File: src/pkg/range_decode_defines.svh
`ifndef RANGE_DECODE_DEFINES_SVH
`define RANGE_DECODE_DEFINES_SVH
// How it works
// - general range mask is five bits: A[5:1] for I/O, A[19:15] for memory.
// - a set general range mask bit drops that base bit from the compare.
// - chip select 0 mask bits drop base bits 3:0 from the compare.
// - chip select 1 mask is four bits: A[4:1] I/O, A[18:15] memory.
// - write-decode enable 0 ignores writes to the range, 1 decodes them.
// - resume status is read only: 0 not resuming, 1 ready to resume.

`define OFS_GNR_BASE    8'h48
`define OFS_GNR_CTRL    8'h49
`define OFS_SEL0_BASE   8'h4A
`define OFS_SEL0_CTRL   8'h4B
`define OFS_SEL1_BASE   8'h4C
`define OFS_SEL1_CTRL   8'h4D
`define OFS_IDLE_EN     8'h4E
`define OFS_IDLE_CNT    8'h4F
`define OFS_PWR_CTRL5   8'h50
`define OFS_IRQ_STATUS  8'h60
`define OFS_IRQ_MASK    8'h64
`define REG_RESET       8'h00
`define CTRL_A9_BIT     7
`define CTRL_WR_BIT     6
`define CTRL_RD_BIT     5
`define CTRL_EARLY_BIT  4
`define P5_SMI_BIT      7
`define P5_DOZE_BIT     3
`define P5_RESUME_BIT   2
`define P5_SUSP_BIT     1
`define P5_START_BIT    0
`define P5_RW_MASK      8'hB0
`endif

File: src/pkg/range_decode_pkg.sv
package range_decode_pkg;
    typedef struct packed {
        logic        valid;
        logic        is_mem;
        logic        is_write;
        logic [23:1] addr;
    } host_cycle_t;

    typedef struct packed {
        logic sel0_n;
        logic sel1_n;
        logic gnr_hit;
    } decode_out_t;
endpackage

File: src/verilog/range_match.sv
`timescale 1ns/1ns
module range_match (
    input  wire logic        is_mem_i,
    input  wire logic [23:1] addr_i,
    input  wire logic [8:0]  base_i,
    input  wire logic [4:0]  mask_i,
    output logic             hit_o
);
    logic [8:0] cmp;
    logic [8:0] care;
    // memory ranges compare A[23:15], I/O ranges A[9:1]
    assign cmp  = is_mem_i ? addr_i[23:15] : addr_i[9:1];
    assign care = ~{4'h0, mask_i};
    assign hit_o = ((cmp ^ base_i) & care) == 9'h000;
endmodule

File: src/verilog/range_decode.sv
`timescale 1ns/1ns
`include "range_decode_defines.svh"
module range_decode (
    input  wire logic                         ref_clk_i,
    input  wire logic                         rst_i,
    input  wire logic [7:0]                   s_axi_awaddr_i,
    input  wire logic                         s_axi_awvalid_i,
    output logic                              s_axi_awready_o,
    input  wire logic [31:0]                  s_axi_wdata_i,
    input  wire logic [3:0]                   s_axi_wstrb_i,
    input  wire logic                         s_axi_wvalid_i,
    output logic                              s_axi_wready_o,
    output logic [1:0]                        s_axi_bresp_o,
    output logic                              s_axi_bvalid_o,
    input  wire logic                         s_axi_bready_i,
    input  wire logic [7:0]                   s_axi_araddr_i,
    input  wire logic                         s_axi_arvalid_i,
    output logic                              s_axi_arready_o,
    output logic [31:0]                       s_axi_rdata_o,
    output logic [1:0]                        s_axi_rresp_o,
    output logic                              s_axi_rvalid_o,
    input  wire logic                         s_axi_rready_i,
    input  wire range_decode_pkg::host_cycle_t host_cycle_i,
    input  wire logic                         resume_ready_i,
    input  wire logic                         doze_timeout_i,
    input  wire logic                         suspend_active_i,
    output range_decode_pkg::decode_out_t     decode_o,
    output logic                              general_range_activity_o,
    output logic                              idle_reload_o,
    output logic                              smi_request_o,
    output logic                              doze_start_o,
    output logic                              suspend_start_o,
    output logic                              irq_o
);
    import range_decode_pkg::*;

    ////////////////////////////////////////////////////////////////////////
    logic [7:0]  gnr_base_ff;
    logic [7:0]  gnr_ctrl_ff;
    logic [7:0]  sel0_base_ff;
    logic [7:0]  sel0_ctrl_ff;
    logic [7:0]  sel1_base_ff;
    logic [7:0]  sel1_ctrl_ff;
    logic [7:0]  idle_en_ff;
    logic [7:0]  idle_cnt_ff;
    logic [7:0]  pwr5_ff;
    logic [7:0]  irq_status_ff;
    logic [7:0]  irq_mask_ff;
    logic [7:0]  awaddr_ff;
    logic [7:0]  wdata_ff;
    logic        aw_have_ff;
    logic        w_have_ff;
    logic        w_lane_ff;
    logic        resume_s1_ff;
    logic        resume_ff;
    logic        doze_s1_ff;
    logic        doze_ff;
    logic        susp_s1_ff;
    logic        susp_ff;
    logic        wr_go;
    logic        gnr_hit;
    logic        sel0_hit;
    logic        sel1_hit;
    logic        gnr_act;
    logic        sel0_act;
    logic        sel1_act;
    logic [2:0]  events;
    decode_out_t nxt_decode;

    // printed offsets 48h-50h are consecutive register indices, so byte address = index * 4, low 8 bits kept (20h-40h); 60h and 64h are used as is
    function automatic logic [7:0] byte_addr(input logic [7:0] ofs);
        byte_addr = (ofs == `OFS_IRQ_STATUS || ofs == `OFS_IRQ_MASK) ? ofs : {ofs[5:0], 2'h0};
    endfunction

    function automatic logic known_addr(input logic [7:0] a);
        known_addr = (a == `OFS_IRQ_STATUS) || (a == `OFS_IRQ_MASK)
                     || (a >= byte_addr(`OFS_GNR_BASE) && a <= byte_addr(`OFS_PWR_CTRL5));
    endfunction

    // a cycle is decoded only when its direction is enabled
    function automatic logic dir_ok(input logic [7:0] ctrl, input logic wr);
        dir_ok = wr ? ctrl[`CTRL_WR_BIT] : ctrl[`CTRL_RD_BIT];
    endfunction

    ////////////////////////////////////////////////////////////////////////
    // write channel: address and data accepted in either order
    assign s_axi_awready_o = !aw_have_ff && !s_axi_bvalid_o;
    assign s_axi_wready_o  = !w_have_ff && !s_axi_bvalid_o;
    assign wr_go           = aw_have_ff && w_have_ff;

    always_ff @(posedge ref_clk_i or posedge rst_i) begin
        if (rst_i) begin
            aw_have_ff     <= 1'b0;
            w_have_ff      <= 1'b0;
            awaddr_ff      <= 8'h00;
            wdata_ff       <= 8'h00;
            w_lane_ff      <= 1'b0;
            s_axi_bvalid_o <= 1'b0;
            s_axi_bresp_o  <= 2'h0;
        end else begin
            if (s_axi_awvalid_i && s_axi_awready_o) begin
                aw_have_ff <= 1'b1;
                awaddr_ff  <= {s_axi_awaddr_i[7:2], 2'h0};
            end
            if (s_axi_wvalid_i && s_axi_wready_o) begin
                w_have_ff <= 1'b1;
                wdata_ff  <= s_axi_wdata_i[7:0];
                w_lane_ff <= s_axi_wstrb_i[0];
            end
            if (wr_go) begin
                aw_have_ff     <= 1'b0;
                w_have_ff      <= 1'b0;
                s_axi_bvalid_o <= 1'b1;
                s_axi_bresp_o  <= known_addr(awaddr_ff) ? 2'h0 : 2'h2;
            end else if (s_axi_bvalid_o && s_axi_bready_i) begin
                s_axi_bvalid_o <= 1'b0;
            end
        end
    end

    // lane 0 carries the register byte; without it a write is answered but changes nothing
    logic       wr_strobe_ok;
    assign wr_strobe_ok = w_lane_ff;

    ////////////////////////////////////////////////////////////////////////
    always_ff @(posedge ref_clk_i or posedge rst_i) begin
        if (rst_i) begin
            gnr_base_ff  <= `REG_RESET;
            gnr_ctrl_ff  <= `REG_RESET;
            sel0_base_ff <= `REG_RESET;
            sel0_ctrl_ff <= `REG_RESET;
            sel1_base_ff <= `REG_RESET;
            sel1_ctrl_ff <= `REG_RESET;
            idle_en_ff   <= `REG_RESET;
            idle_cnt_ff  <= `REG_RESET;
            irq_mask_ff  <= `REG_RESET;
        end else if (wr_go && wr_strobe_ok) begin
            if (awaddr_ff == byte_addr(`OFS_GNR_BASE))  gnr_base_ff  <= wdata_ff;
            if (awaddr_ff == byte_addr(`OFS_GNR_CTRL))  gnr_ctrl_ff  <= wdata_ff;
            if (awaddr_ff == byte_addr(`OFS_SEL0_BASE)) sel0_base_ff <= wdata_ff;
            if (awaddr_ff == byte_addr(`OFS_SEL0_CTRL)) sel0_ctrl_ff <= wdata_ff;
            if (awaddr_ff == byte_addr(`OFS_SEL1_BASE)) sel1_base_ff <= wdata_ff;
            if (awaddr_ff == byte_addr(`OFS_SEL1_CTRL)) sel1_ctrl_ff <= wdata_ff;
            // reserved bit 4 is held at zero
            if (awaddr_ff == byte_addr(`OFS_IDLE_EN))   idle_en_ff   <= wdata_ff & 8'hEF;
            if (awaddr_ff == byte_addr(`OFS_IDLE_CNT))  idle_cnt_ff  <= wdata_ff;
            if (awaddr_ff == byte_addr(`OFS_IRQ_MASK))  irq_mask_ff  <= wdata_ff & 8'h07;
        end
    end

    // control five: only smi, irq8 polarity and clock bit are stored; doze and start are strobes, the rest read only
    logic wr_pwr5;
    assign wr_pwr5 = wr_go && wr_strobe_ok && awaddr_ff == byte_addr(`OFS_PWR_CTRL5);
    always_ff @(posedge ref_clk_i or posedge rst_i) begin
        if (rst_i) begin
            pwr5_ff         <= `REG_RESET;
            doze_start_o    <= 1'b0;
            suspend_start_o <= 1'b0;
        end else begin
            doze_start_o    <= wr_pwr5 && wdata_ff[`P5_DOZE_BIT];
            suspend_start_o <= wr_pwr5 && wdata_ff[`P5_START_BIT];
            if (wr_pwr5) pwr5_ff <= wdata_ff & `P5_RW_MASK & 8'hDF | wdata_ff & 8'h20;
        end
    end
    assign smi_request_o = pwr5_ff[`P5_SMI_BIT];

    // status lines from the timer logic arrive asynchronously
    always_ff @(posedge ref_clk_i or posedge rst_i) begin
        if (rst_i) begin
            resume_s1_ff <= 1'b0;
            resume_ff    <= 1'b0;
            doze_s1_ff   <= 1'b0;
            doze_ff      <= 1'b0;
            susp_s1_ff   <= 1'b0;
            susp_ff      <= 1'b0;
        end else begin
            resume_s1_ff <= resume_ready_i;
            resume_ff    <= resume_s1_ff;
            doze_s1_ff   <= doze_timeout_i;
            doze_ff      <= doze_s1_ff;
            susp_s1_ff   <= suspend_active_i;
            susp_ff      <= susp_s1_ff;
        end
    end

    ////////////////////////////////////////////////////////////////////////
    // decoders: 9-bit base is control[7] over the base byte
    range_match u_gnr (
        .is_mem_i (host_cycle_i.is_mem),
        .addr_i   (host_cycle_i.addr),
        .base_i   ({gnr_ctrl_ff[`CTRL_A9_BIT], gnr_base_ff}),
        .mask_i   (gnr_ctrl_ff[4:0]),
        .hit_o    (gnr_hit)
    );
    range_match u_sel0 (
        .is_mem_i (host_cycle_i.is_mem),
        .addr_i   (host_cycle_i.addr),
        .base_i   ({sel0_ctrl_ff[`CTRL_A9_BIT], sel0_base_ff}),
        .mask_i   ({1'b0, sel0_ctrl_ff[3:0]}),
        .hit_o    (sel0_hit)
    );
    range_match u_sel1 (
        .is_mem_i (host_cycle_i.is_mem),
        .addr_i   (host_cycle_i.addr),
        .base_i   ({sel1_ctrl_ff[`CTRL_A9_BIT], sel1_base_ff}),
        .mask_i   ({1'b0, sel1_ctrl_ff[3:0]}),
        .hit_o    (sel1_hit)
    );

    assign gnr_act  = host_cycle_i.valid && gnr_hit
                      && dir_ok(gnr_ctrl_ff, host_cycle_i.is_write);
    assign sel0_act = host_cycle_i.valid && sel0_hit
                      && dir_ok(sel0_ctrl_ff, host_cycle_i.is_write);
    assign sel1_act = host_cycle_i.valid && sel1_hit
                      && dir_ok(sel1_ctrl_ff, host_cycle_i.is_write);

    always_comb begin
        nxt_decode.sel0_n  = !sel0_act;
        nxt_decode.sel1_n  = !sel1_act;
        nxt_decode.gnr_hit = gnr_act;
    end

    // registered outputs: selects trail the cycle by one clock
    always_ff @(posedge ref_clk_i or posedge rst_i) begin
        if (rst_i) begin
            decode_o                 <= '{sel0_n: 1'b1, sel1_n: 1'b1, gnr_hit: 1'b0};
            general_range_activity_o <= 1'b0;
            idle_reload_o            <= 1'b0;
        end else begin
            decode_o                 <= nxt_decode;
            general_range_activity_o <= gnr_act;
            idle_reload_o            <= (gnr_act && idle_en_ff[3]) || (sel0_act && idle_en_ff[6])
                                        || (sel1_act && idle_en_ff[7]);
        end
    end

    ////////////////////////////////////////////////////////////////////////
    // sticky events: bit0 general range, bit1 select 0, bit2 select 1; set beats clear
    assign events = {sel1_act, sel0_act, gnr_act};
    always_ff @(posedge ref_clk_i or posedge rst_i) begin
        if (rst_i) begin
            irq_status_ff <= `REG_RESET;
        end else begin
            if (wr_go && wr_strobe_ok && awaddr_ff == `OFS_IRQ_STATUS)
                irq_status_ff <= (irq_status_ff & ~wdata_ff) | {5'h00, events};
            else
                irq_status_ff <= irq_status_ff | {5'h00, events};
        end
    end
    assign irq_o = |(irq_status_ff & irq_mask_ff);

    ////////////////////////////////////////////////////////////////////////
    logic [7:0] rd_val;
    logic [7:0] pwr5_view;
    logic [7:0] araddr_w;
    assign araddr_w  = {s_axi_araddr_i[7:2], 2'h0};
    assign pwr5_view = {pwr5_ff[7:4], doze_ff, resume_ff, susp_ff, 1'b0};
    always_comb begin
        rd_val = 8'h00;
        if (araddr_w == byte_addr(`OFS_GNR_BASE))   rd_val = gnr_base_ff;
        if (araddr_w == byte_addr(`OFS_GNR_CTRL))   rd_val = gnr_ctrl_ff;
        if (araddr_w == byte_addr(`OFS_SEL0_BASE))  rd_val = sel0_base_ff;
        if (araddr_w == byte_addr(`OFS_SEL0_CTRL))  rd_val = sel0_ctrl_ff;
        if (araddr_w == byte_addr(`OFS_SEL1_BASE))  rd_val = sel1_base_ff;
        if (araddr_w == byte_addr(`OFS_SEL1_CTRL))  rd_val = sel1_ctrl_ff;
        if (araddr_w == byte_addr(`OFS_IDLE_EN))    rd_val = idle_en_ff;
        if (araddr_w == byte_addr(`OFS_IDLE_CNT))   rd_val = idle_cnt_ff;
        if (araddr_w == byte_addr(`OFS_PWR_CTRL5))  rd_val = pwr5_view;
        if (araddr_w == `OFS_IRQ_STATUS)            rd_val = irq_status_ff;
        if (araddr_w == `OFS_IRQ_MASK)              rd_val = irq_mask_ff;
    end

    function automatic logic rd_known(input logic [7:0] a);
        rd_known = (a == `OFS_IRQ_STATUS) || (a == `OFS_IRQ_MASK)
                   || (a >= 8'h20 && a <= 8'h40);
    endfunction

    assign s_axi_arready_o = !s_axi_rvalid_o;
    always_ff @(posedge ref_clk_i or posedge rst_i) begin
        if (rst_i) begin
            s_axi_rvalid_o <= 1'b0;
            s_axi_rdata_o  <= 32'h0000_0000;
            s_axi_rresp_o  <= 2'h0;
        end else if (s_axi_arvalid_i && s_axi_arready_o) begin
            s_axi_rvalid_o <= 1'b1;
            s_axi_rdata_o  <= {24'h000000, rd_val};
            s_axi_rresp_o  <= rd_known(araddr_w) ? 2'h0 : 2'h2;
        end else if (s_axi_rvalid_o && s_axi_rready_i) begin
            s_axi_rvalid_o <= 1'b0;
        end
    end

    ////////////////////////////////////////////////////////////////////////
    a_wr_gate: assert property (@(posedge ref_clk_i) disable iff (rst_i)
        host_cycle_i.valid && host_cycle_i.is_write && !gnr_ctrl_ff[`CTRL_WR_BIT]
        |=> !general_range_activity_o) else $error("write decoded while disabled");
    a_rd_gate: assert property (@(posedge ref_clk_i) disable iff (rst_i)
        host_cycle_i.valid && !host_cycle_i.is_write && !sel0_ctrl_ff[`CTRL_RD_BIT]
        |=> decode_o.sel0_n) else $error("read decoded while disabled");
    a_gnr_mask: assert property (@(posedge ref_clk_i) disable iff (rst_i)
        host_cycle_i.valid && !host_cycle_i.is_mem && gnr_ctrl_ff[`CTRL_RD_BIT]
        && !host_cycle_i.is_write && gnr_ctrl_ff[4:0] == 5'h1F
        && host_cycle_i.addr[9:6] == {gnr_ctrl_ff[7], gnr_base_ff[7:5]}
        |=> general_range_activity_o) else $error("masked io compare missed");
    // stable guards keep a register write landing mid-check from faking a miss
    a_gnr_exact: assert property (@(posedge ref_clk_i) disable iff (rst_i)
        general_range_activity_o && gnr_ctrl_ff[4:0] == 5'h00 && $stable(gnr_base_ff)
        && $stable(gnr_ctrl_ff) && !$past(host_cycle_i.is_mem)
        |-> $past(host_cycle_i.addr[9:1]) == {gnr_ctrl_ff[7], gnr_base_ff})
        else $error("unmasked compare wrong");
    a_sel0_mask: assert property (@(posedge ref_clk_i) disable iff (rst_i)
        !decode_o.sel0_n && $stable(sel0_ctrl_ff) && $stable(sel0_base_ff)
        |-> ($past(host_cycle_i.is_mem) ? $past(host_cycle_i.addr[23:19])
             : $past(host_cycle_i.addr[9:5])) == {sel0_ctrl_ff[7], sel0_base_ff[7:4]})
        else $error("select 0 compare wrong");
    a_sel1_mem: assert property (@(posedge ref_clk_i) disable iff (rst_i)
        !decode_o.sel1_n && $stable(sel1_ctrl_ff) && $stable(sel1_base_ff)
        && $past(host_cycle_i.is_mem)
        |-> $past(host_cycle_i.addr[23:19]) == {sel1_ctrl_ff[7], sel1_base_ff[7:4]})
        else $error("select 1 upper bits wrong");
    a_resume_rd: assert property (@(posedge ref_clk_i) disable iff (rst_i)
        resume_ready_i [*3] |-> pwr5_view[`P5_RESUME_BIT])
        else $error("resume status not shown");
    a_irq_sticky: assert property (@(posedge ref_clk_i) disable iff (rst_i)
        gnr_act |=> irq_status_ff[0]) else $error("event not latched");

    a_sel1_gate: assert property (@(posedge ref_clk_i) disable iff (rst_i)
        host_cycle_i.valid && host_cycle_i.is_write && !sel1_ctrl_ff[`CTRL_WR_BIT]
        |=> decode_o.sel1_n) else $error("select 1 write decoded while disabled");
    a_resume_low: assert property (@(posedge ref_clk_i) disable iff (rst_i)
        !resume_ready_i [*3] |-> !pwr5_view[`P5_RESUME_BIT])
        else $error("resume status stuck high");
    a_idle_sel1: assert property (@(posedge ref_clk_i) disable iff (rst_i)
        sel1_act && idle_en_ff[7] |=> idle_reload_o) else $error("idle reload missed");
    a_lane_off: assert property (@(posedge ref_clk_i) disable iff (rst_i)
        wr_go && !wr_strobe_ok |=> $stable(sel0_base_ff) && $stable(gnr_base_ff))
        else $error("write without lane 0 changed a register");
    a_doze_pulse: assert property (@(posedge ref_clk_i) disable iff (rst_i)
        doze_start_o |=> !doze_start_o) else $error("doze start longer than a cycle");

    c_gnr_hit: cover property (@(posedge ref_clk_i) general_range_activity_o);
    c_sel0: cover property (@(posedge ref_clk_i) !decode_o.sel0_n);
    c_sel1: cover property (@(posedge ref_clk_i) !decode_o.sel1_n);
    c_irq: cover property (@(posedge ref_clk_i) irq_o);
    c_lane_off: cover property (@(posedge ref_clk_i) wr_go && !wr_strobe_ok);
endmodule

File: config.mk
export PLATFORM = sky130hd
export DESIGN_NAME = range_decode
export DESIGN_NICKNAME = d
export VERILOG_FILES = /design/src/pkg/range_decode_pkg.sv /design/src/verilog/range_match.sv /design/src/verilog/range_decode.sv
export VERILOG_INCLUDE_DIRS = /design/src /design/src/pkg
export SDC_FILE = /design/constraint.sdc
export NUM_CORES = 1
export LEC_CHECK = 0
export BUFFER_PORTS_ARGS = -buffer_cell sky130_fd_sc_hd__buf_2
export CORE_MARGIN = 2
export CORE_UTILIZATION = 45
export DETAILED_ROUTE_END_ITERATION = 8
export GPL_TIMING_DRIVEN = 1
export PLACE_DENSITY = 0.79
export SYNTH_ARGS = -nofsm -noshare
export SYNTH_HDL_FRONTEND = slang
export SYNTH_HIERARCHICAL = 1
export SYNTH_SLANG_ARGS = --single-unit
File: constraint.sdc
create_clock -name ref_clk_i -period 4.5 [get_ports ref_clk_i]
set_input_delay 0.45 -clock ref_clk_i [delete_from_list [all_inputs] [get_ports ref_clk_i]]
set_output_delay 0.45 -clock ref_clk_i [all_outputs]
set_load 0.05 [all_outputs]
# [Word-level counts from Yosys, hierarchy flattened]
# Index checks and enable logic that the tools add are counted.
# W data, S select, Z words.
[classes] n_mux=26 n_mul=0 n_reduce_logical=53 n_shift=0 div_mod_pow=0 n_bitwise=15 eq_ne=22 n_addsub=0 magnitude_cmp=4
[op_table] operator="$eq A6 B4 Y1 const B" count=16
[op_table] operator="$mux W8" count=12
[op_table] operator="$eq A6 B5 Y1 const B" count=6
[op_table] operator="$and A9 B9 Y9" count=3
[op_table] operator="$logic_not A9 Y1" count=3
[op_table] operator="$xor A9 B9 Y9" count=3
[op_table] operator="$logic_and A1 B1 Y1" count=24
[op_table] operator="$not A4 Y9" count=2
[op_table] operator="$reduce_and A2 Y1" count=9
[op_table] operator="$ge A8 B6 Y1 const B" count=2
[op_table] operator="$le A8 B7 Y1 const B" count=2
[op_table] operator="$or A8 B3 Y8" count=2
[op_table] operator="$mux W1" count=11
[op_table] operator="$mux W9" count=1
[op_table] operator="$not A5 Y9" count=1
[op_table] operator="$and A8 B3 Y8" count=1
[op_table] operator="$and A8 B8 Y8" count=1
[op_table] operator="$not A8 Y8" count=1
[op_table] operator="$or A8 B6 Y8" count=1
[op_table] operator="$reduce_bool A2 Y1" count=4
[op_table] operator="$reduce_or A8 Y1" count=1
[op_table] operator="$logic_not A1 Y1" count=6
[op_table] operator="$logic_or A1 B1 Y1" count=6
[op_table] operator="$mux W2" count=2
[word_totals] mem_count=0 latchBits=0 register_bits=125 mem_bits_rw=0 romBits=0 word_cells=153 inputBits=88

# [Logic depth before layout (Yosys ltp)]
# Gate-level depths: netlist of run 1.
[logic_depth] depth_word=12 mapped_depth=9

# [Cells and area by module]
# Netlist of run 1, hierarchy kept.
[modules_own_cells] module="range_decode" area_per_inst_um2=5484.0 cells_per_inst=423 seq_area_each_um2=2955.3 n_inst=1
[modules_own_cells] module="range_match" area_per_inst_um2=215.2 cells_per_inst=24 seq_area_each_um2=0.0 n_inst=3

# [Least setup slack after synthesis of run 1]
# OpenSTA, ideal clock, no wires.
[synth_timing] kind="register to register" start="register s_axi_bvalid_o" end="register wdata_ff[1]" period_less_slack_ns=2.377 path_stages_with_launch=5 setup_time_ns=0.125 path_slack_ns=2.123 arrival_ns=2.252 cell_sequence="dfrtp_1 -> nor2_1 -> and2_1 -> clkbuf_1 -> mux2_2"
[synth_between] elab_chain_cells=3
[synth_rtl] element="from (decl)" line="range_decode.sv:14" rtl="output logic s_axi_bvalid_o,"
[synth_rtl] element="from (signal assigned)" line="range_decode.sv:98" rtl="s_axi_bvalid_o <= 1'b0;"
[synth_rtl] element="from (signal assigned)" line="range_decode.sv:113" rtl="s_axi_bvalid_o <= 1'b1;"
[synth_rtl] element="from (signal assigned)" line="range_decode.sv:116" rtl="s_axi_bvalid_o <= 1'b0;"
[synth_rtl] element="$logic_not A1 Y1" line="range_decode.sv:88" rtl="assign s_axi_wready_o = !w_have_ff && !s_axi_bvalid_o;"
[synth_rtl] element="$logic_and A1 B1 Y1" line="range_decode.sv:88"
[synth_rtl] element="net s_axi_wready_o" line="range_decode.sv:12" rtl="output logic s_axi_wready_o,"
[synth_rtl] element="$logic_and A1 B1 Y1" line="range_decode.sv:105" rtl="if (s_axi_wvalid_i && s_axi_wready_o) begin"
[synth_rtl] element="to (signal assigned)" line="range_decode.sv:107" rtl="wdata_ff <= s_axi_wdata_i[7:0];"
[synth_rtl] element="to (decl)" line="range_decode.sv:50" rtl="logic [7:0] wdata_ff;"
# The timed path passes the listed nets, and every way through them passes these cells.
# A chain may end at the register's enable or synchronous reset.

# [Worst setup path in the final report of run 1]
[layout_timing] start="input host_cycle_i[24] (netlist bit)" end="register idle_reload_o"
[layout_between] elab_chain_cells=9
[layout_rtl] element="from (decl)" line="range_decode.sv:23" rtl="input wire range_decode_pkg::host_cycle_t host_cycle_i,"
[layout_rtl] element="$mux W9" line="range_match.sv:12" rtl="assign cmp = is_mem_i ? addr_i[23:15] : addr_i[9:1];"
[layout_rtl] element="$xor A9 B9 Y9" line="range_match.sv:14" rtl="assign hit_o = ((cmp ^ base_i) & care) == 9'h000;"
[layout_rtl] element="$and A9 B9 Y9" line="range_match.sv:14"
[layout_rtl] element="$logic_not A9 Y1" line="range_match.sv:14"
[layout_rtl] element="net sel0_hit" line="range_decode.sv:62" rtl="logic sel0_hit;"
[layout_rtl] element="$logic_and A1 B1 Y1" line="range_decode.sv:212" rtl="assign sel0_act = host_cycle_i.valid && sel0_hit"
[layout_rtl] element="$logic_and A1 B1 Y1" line="range_decode.sv:213" rtl="&& dir_ok(sel0_ctrl_ff, host_cycle_i.is_write);"
[layout_rtl] element="$logic_and A1 B1 Y1" line="range_decode.sv:232" rtl="idle_reload_o <= (gnr_act && idle_en_ff[3]) || (sel0_act && idle_en_ff[6])"
[layout_rtl] element="$logic_or A1 B1 Y1" line="range_decode.sv:232"
[layout_rtl] element="$logic_or A1 B1 Y1" line="range_decode.sv:233" rtl="|| (sel1_act && idle_en_ff[7]);"
[layout_rtl] element="to (signal assigned)" line="range_decode.sv:232"
[layout_rtl] element="to (decl)" line="range_decode.sv:29" rtl="output logic idle_reload_o,"
# The timed path passes the listed nets, and every way through them passes these cells.

==> impl_results.md, run 1 <==
- Status: finished clean
- TritonRoute pass-1 iters: 5
- Mapped Area: 0.00613 mm²
- Asr flop ratio synth: 100%
- Fin Setup TNS: 0 ps
- Core Area: 0.0133 mm²
- Clock transition at the registers of the reported paths: 50 ps
- Leak pwr: 3.53 nW
- Setup violators final: 0
- Register area share after synthesis: 48.2%
- Starting Density: 46.1%
- Resize count post-CTS: 0
- Hold Crit Class: input port to flip-flop
- Die ar.: 0.0146 mm²
- Slew HR: 20.0%
- Leading cell type in the layout, fill and taps excluded: dfrtp_1
- Setup slack at placement: 1780 ps
- Layout cells sized above 1: 37.2%
- Placed cell count: 719
- Commonest cells after routing, fill and taps aside: 116 x dfrtp_1, 76 x mux2_2, 75 x buf_2
- Ys Warns: 6
- Pwr Density: 571 mW/mm²
- Syn Inst Count: 495
- Vias: 4163
- Maximum vdd drop: 0.363 mV
- Inserted Diodes: 0
- Detailed Route Iter0 Violations: 344
- Count of input and output buffers: 75
- Fin crit period: 2330 ps
- Antenna viol nets, final: 0
- Critical path peak fanout: 27
- Final Cycle Share: 51.9%
- DP HPWL: 9840 µm
- Top_reg_cell synth: dfrtp_1
- Crit path DAT: 2670 ps
- Drt wl/cell: 18.9 µm
- Max-slew violations: 0
- Worst-Margin Slew: 1190 ps
- Num CTS Buffers: 17
- Crit. Startpoint: host_cycle_i[24]
- Total setup buffers inserted after CTS: 0
- CTS Buffer Depth: 2
- Overall Power: 0.00407 W
- Drt total wl: 14200 µm
- Remaining global-route overflow: 0
- Critical Path RT: 4840 ps
- Max Freq: 0.428 GHz
- Critical path class: input port to flip-flop
- # nets final: 650
- Post-synth EDFFs: 0
- I/O pin count: 138
- Hold Buf Count CTS: 0
- Vias per Instance: 5.54
- Worst hold start: suspend_active_i
- First-pass GRT wire length: 22600 µm
- Register bit total from synthesis: 118
- Row count: 42
- H-tree depth: 4
- Worst-Skew Late Latency: 410 ps
- Max_cap viols: 0
- Die H: 121 µm
- Worst setup margin: 2170 ps
- Layout area overhead: 16.1%
- Overall routing resource usage: 20.4%
- Die X: 121 µm
- Setup crit start kind: input port
- Vias in the first global route: 4247
- Drt drc: 0
- Routability Congestion: 0.890
- Clk_skew: 9.86 ps
- CTS tree: yes
- RSZ-0062 raised after global routing: no
- Reg-to-reg startpoint: awaddr_ff[7]$_DFFE_PP0P_
- Initial antenna violation count: 0
- Synth unique cells: 56
- Critical path endpoint category: flip-flop
- Clock root buffer: clkbuf_16
- Final std cells w/o fill: 751
- Final hold violation count: 0
- Hold_ws: 153 ps
- CTS sink cnt: 118
- Largest net degree at the start of global routing: 91
- Synthesized area per cell: 12.4 µm²
## cell type report
cell class                      count  area, µm²
Fill cell                        1129       6180
Sequential cell                   118       2960
Multi-Input combinational cell    337       2880
Timing Repair Buffer               77        390
Tap cell                          176        220
Clock buffer                       23        478
Inverter                           11       43.8
Clock inverter                      9        150
## logic make-up after synthesis
logic type | after synthesis | synth area share (%)
xor+xnor | 27 | 3.86
flops | 118 | 48.2
mux | 135 | 25.9
other cells | 1 | 0.0612
buf+inv | 67 | 6.43
compound gates | 62 | 7.14
simple gates | 85 | 8.41
## where the power goes
part / switching (W) / total [W] / internal, W / leakage, nW
Clock: 0.000457 / 0.00142 / 0.000967 / 0.303
Combinational: 0.000531 / 0.000958 / 0.000427 / 1.65
Sequential: 0.000347 / 0.00168 / 0.00134 / 1.57
## final timing paths
check | slack [ps] | endpoint | cells after the start
setup reg to reg | 2190 | idle_en_ff[5]$_DFFE_PP0P_ | 4
min in group asynchronous | 300 | doze_s1_ff$_DFF_PP0_ | 2
max in group asynchronous | 3190 | sel0_ctrl_ff[4]$_DFFE_PP0P_ | 3
hold / removal | 150 | susp_s1_ff$_DFF_PP0_ | 1
setup / recovery | 2170 | idle_reload_o$_DFF_PP0_ | 9
hold reg to reg | 350 | resume_ff$_DFF_PP0_ | 0
## through the flow
stage	utilization [%]	instance area, µm²
global placement	48.8	6490
global route	53.5	7120
detailed placement	48.8	6490
finish	53.5	7120
CTS	53.5	7120
floorplan	-	6230
## cell usage after synthesis (4+ instances only)
cell type | count | area (µm²)
o22ai_1 | 8 | 50.1
a21oi_1 | 4 | 20.0
mux4_2 | 8 | 180
dfrtp_1 | 116 | 2900
buf_1 | 5 | 18.8
a221oi_1 | 7 | 61.3
nor4_2 | 4 | 50.1
nor3_2 | 4 | 40.0
a21boi_0 | 5 | 37.5
nand2_1 | 21 | 78.8
inv_1 | 11 | 41.3
nor2_1 | 19 | 71.3
mux2_2 | 76 | 856
buf_4 | 27 | 203
clkbuf_1 | 16 | 60.1
o211ai_1 | 5 | 37.5
nand3b_1 | 4 | 30.0
xor2_1 | 27 | 236
nor2b_1 | 5 | 31.3
mux2i_1 | 43 | 430
and2_1 | 4 | 25.0
mux2_4 | 8 | 120
buf_6 | 5 | 56.3
o21ai_0 | 13 | 65.1
## flip-flops by register name, indices dropped and copies added, names as in the netlist, 2 cells and up
name and count:
irq_status_ff 8, idle_en_ff 7, wdata_ff 8, pwr5_ff 3, awaddr_ff 6, sel0_ctrl_ff 8
sel0_base_ff 8, decode_o 2, sel1_base_ff 8, gnr_ctrl_ff 8, sel1_ctrl_ff 8, s_axi_rdata_o 8
gnr_base_ff 8, idle_cnt_ff 8, irq_mask_ff 3
## critical path, cell delays in order
cell	delay [ps]
buf_2	560
mux2i_1	340
xor2_1	230
o22ai_1	150
nor4_2	320
nand2_1	100
nor2_1	250
a22oi_1	150
nand2_1	110
## per-layer routing
metal / GRT usage [%] / vias to the layer above / share of wire [%]
met4: 8.65 / 0 / 2.6
met5: 0 / - / 0
met3: 4.67 / 29 / 5.9
met1: 25.3 / 2102 / 41
met2: 34.4 / 154 / 50
li1: - / 1878 / -
Note: power is estimated with default switching activity, not from simulation.
==> run 2, diff against run 1 <==
PLACE_DENSITY = 0.82   (was 0.79)
clock period = 1.93 ns   (was 4.5 ns; I/O delays follow)
==> run 2 against run 1 <==
Against the previous run: die area unchanged; count of clock-buffer cells in the layout up 1; non-clock buffer count up 34; clock power up 120%; combinational power up 150%; critical path type is now flip-flop to flip-flop; largest power group unchanged.
==> impl_results.md, run 2 (same netlist as run 1, synthesis figures left out) <==
- Pwr Density: 1270 mW/mm²
- Reg-to-reg startpoint: awaddr_ff[7]$_DFFE_PP0P_
- Clk_skew: 10.6 ps
- Vias per Instance: 5.54
- Switch Pwr: 0.00320 W
- Filler cells: 1090
- Drt total wl: 15100 µm
- Vias: 4345
- Num CTS Buffers: 17
- CTS Buffer Depth: 2
- Fin Setup TNS: 0 ps
- Setup crit start kind: flip-flop
- Clock power share: 33.4%
- Fin crit period: 1860 ps
- Layout cells sized above 1: 40.3%
- Final Cycle Share: 96.6%
- Critical path endpoint category: flip-flop
- First-pass GRT wire length: 24200 µm
- Worst-Skew Late Latency: 400 ps
- Antenna viol nets, final: 0
- Worst hold start: s_axi_awaddr_i[6]
- Remaining global-route overflow: 0
- Sequential power share: 41.7%
- H-tree depth: 4
- Leak pwr: 3.70 nW
- Overall routing resource usage: 21.8%
- Clock root buffer: clkbuf_16
- Placed Area: 0.00677 mm²
- Largest net degree at the start of global routing: 118
- I/O pin count: 138
- Drt wl/cell: 19.2 µm
- Max_cap viols: 0
- Count of input and output buffers: 75
- Die H: 121 µm
- Die ar.: 0.0146 mm²
- RSZ-0062 raised after global routing: no
- Initial antenna violation count: 0
- Critical path class: flip-flop to flip-flop
- Crit path DAT: 2140 ps
- Crit. Startpoint: awaddr_ff[7]$_DFFE_PP0P_
- Row count: 42
- Clock transition at the registers of the reported paths: 50 ps
- Hold Crit Class: input port to flip-flop
- Routability Congestion: 0.880
- Int Pwr: 0.00630 W
- Max Freq: 0.536 GHz
- Commonest cells after routing, fill and taps aside: 115 x dfrtp_1, 76 x mux2_2, 75 x buf_2
- Vias in the first global route: 4492
- DP HPWL: 10300 µm
- Total setup buffers inserted after CTS: 0
- Final Instance Area: 0.00746 mm²
- Final hold violation count: 0
- Critical Path RT: 2210 ps
- Drt drc: 0
- CTS tree: yes
- Detailed Route Iter0 Violations: 296
- Starting Density: 46.1%
- Slew HR: 58.1%
- Sw frac: 33.7%
- Final core utilization: 56.1%
- Worst-Margin Slew: 629 ps
- Layout area overhead: 21.7%
- Inserted Diodes: 0
- Max-slew violations: 0
- Critical path peak fanout: 8
- Maximum vdd drop: 1.01 mV
- Die X: 121 µm
- Combinational fraction of design power: 24.9%
- Core Area: 0.0133 mm²
- Status: finished clean
- Leading cell type in the layout, fill and taps excluded: dfrtp_1
- CTS sink cnt: 118
- # nets final: 684
- TritonRoute pass-1 iters: 5
- Setup violators final: 0
run 2: worst paths after layout:
| path | to | slack (ps) | cells after the start |
|---|---|---|---|
| max reg2reg | sel0_base_ff[4]$_DFFE_PP0P_ | 70 | 4 |
| min in group asynchronous | s_axi_bvalid_o$_DFFE_PP0P_ | 210 | 3 |
| min reg2reg | doze_ff$_DFF_PP0_ | 350 | 0 |
| min | awaddr_ff[6]$_DFFE_PP0P_ | 20 | 3 |
| max | sel0_base_ff[4]$_DFFE_PP0P_ | 70 | 4 |
| max in group asynchronous | susp_s1_ff$_DFF_PP0_ | 930 | 4 |
run 2: critical path: stages (launching register included):
cell and delay, ps:
dfrtp_1 380, nand4b_2 240, nand2b_4 170, or4_4 610, mux2_4 340
run 2: metal layers:
layer / share of wire, % / up-vias / track usage, %
li1: - / 1943 / -
met1: 40 / 2192 / 27.8
met2: 52 / 187 / 37.3
met3: 6.7 / 23 / 4.91
met4: 1.6 / 0 / 6.10
met5: 0 / - / 0
run 2: final cells by class:
class	instances	area, µm²	share of cell area (%)
flip-flops and latches	118	2960	39.6
multi-input cells	337	2900	38.8
inverters	11	45.0	0.604
clock inverters	7	92.6	1.24
well taps	176	220	2.95
repair buffers	111	741	9.93
clock buffers	24	512	6.86
run 2: power groups by stage:
| stage | Clock [W] | Combinational, W | Sequential, W |
|---|---|---|---|
| global route | 0.00332 | 0.00255 | 0.00404 |
| floorplan | 0 | 0.00183 | 0.00373 |
| global placement | 0 | 0.00224 | 0.00388 |
| CTS | 0.00319 | 0.00237 | 0.00392 |
| detailed placement | 0 | 0.00232 | 0.00394 |
| finish | 0.00317 | 0.00237 | 0.00396 |
run 2: metrics by stage:
stage,std cells,setup slack (ps),hold WS (ps),power [W]
3_3_place_gp,745,-2.16,73.6,0.00612
3_5_place_dp,745,-15.6,77.1,0.00626
2_1_floorplan,522,0.109,224,0.00556
6_report,784,65.8,17.1,0.00949
5_1_grt,784,14.6,9.07,0.00991
4_1_cts,784,34.2,8.20,0.00949
run 2: what timing repair did:
item | 4_1_cts | 5_1_grt
resized for setup | 0 | 1
setup endpoints to repair | 0 | 3
endpoints found under the hold margin | 8 | 0
hold buffers | 8 | 0
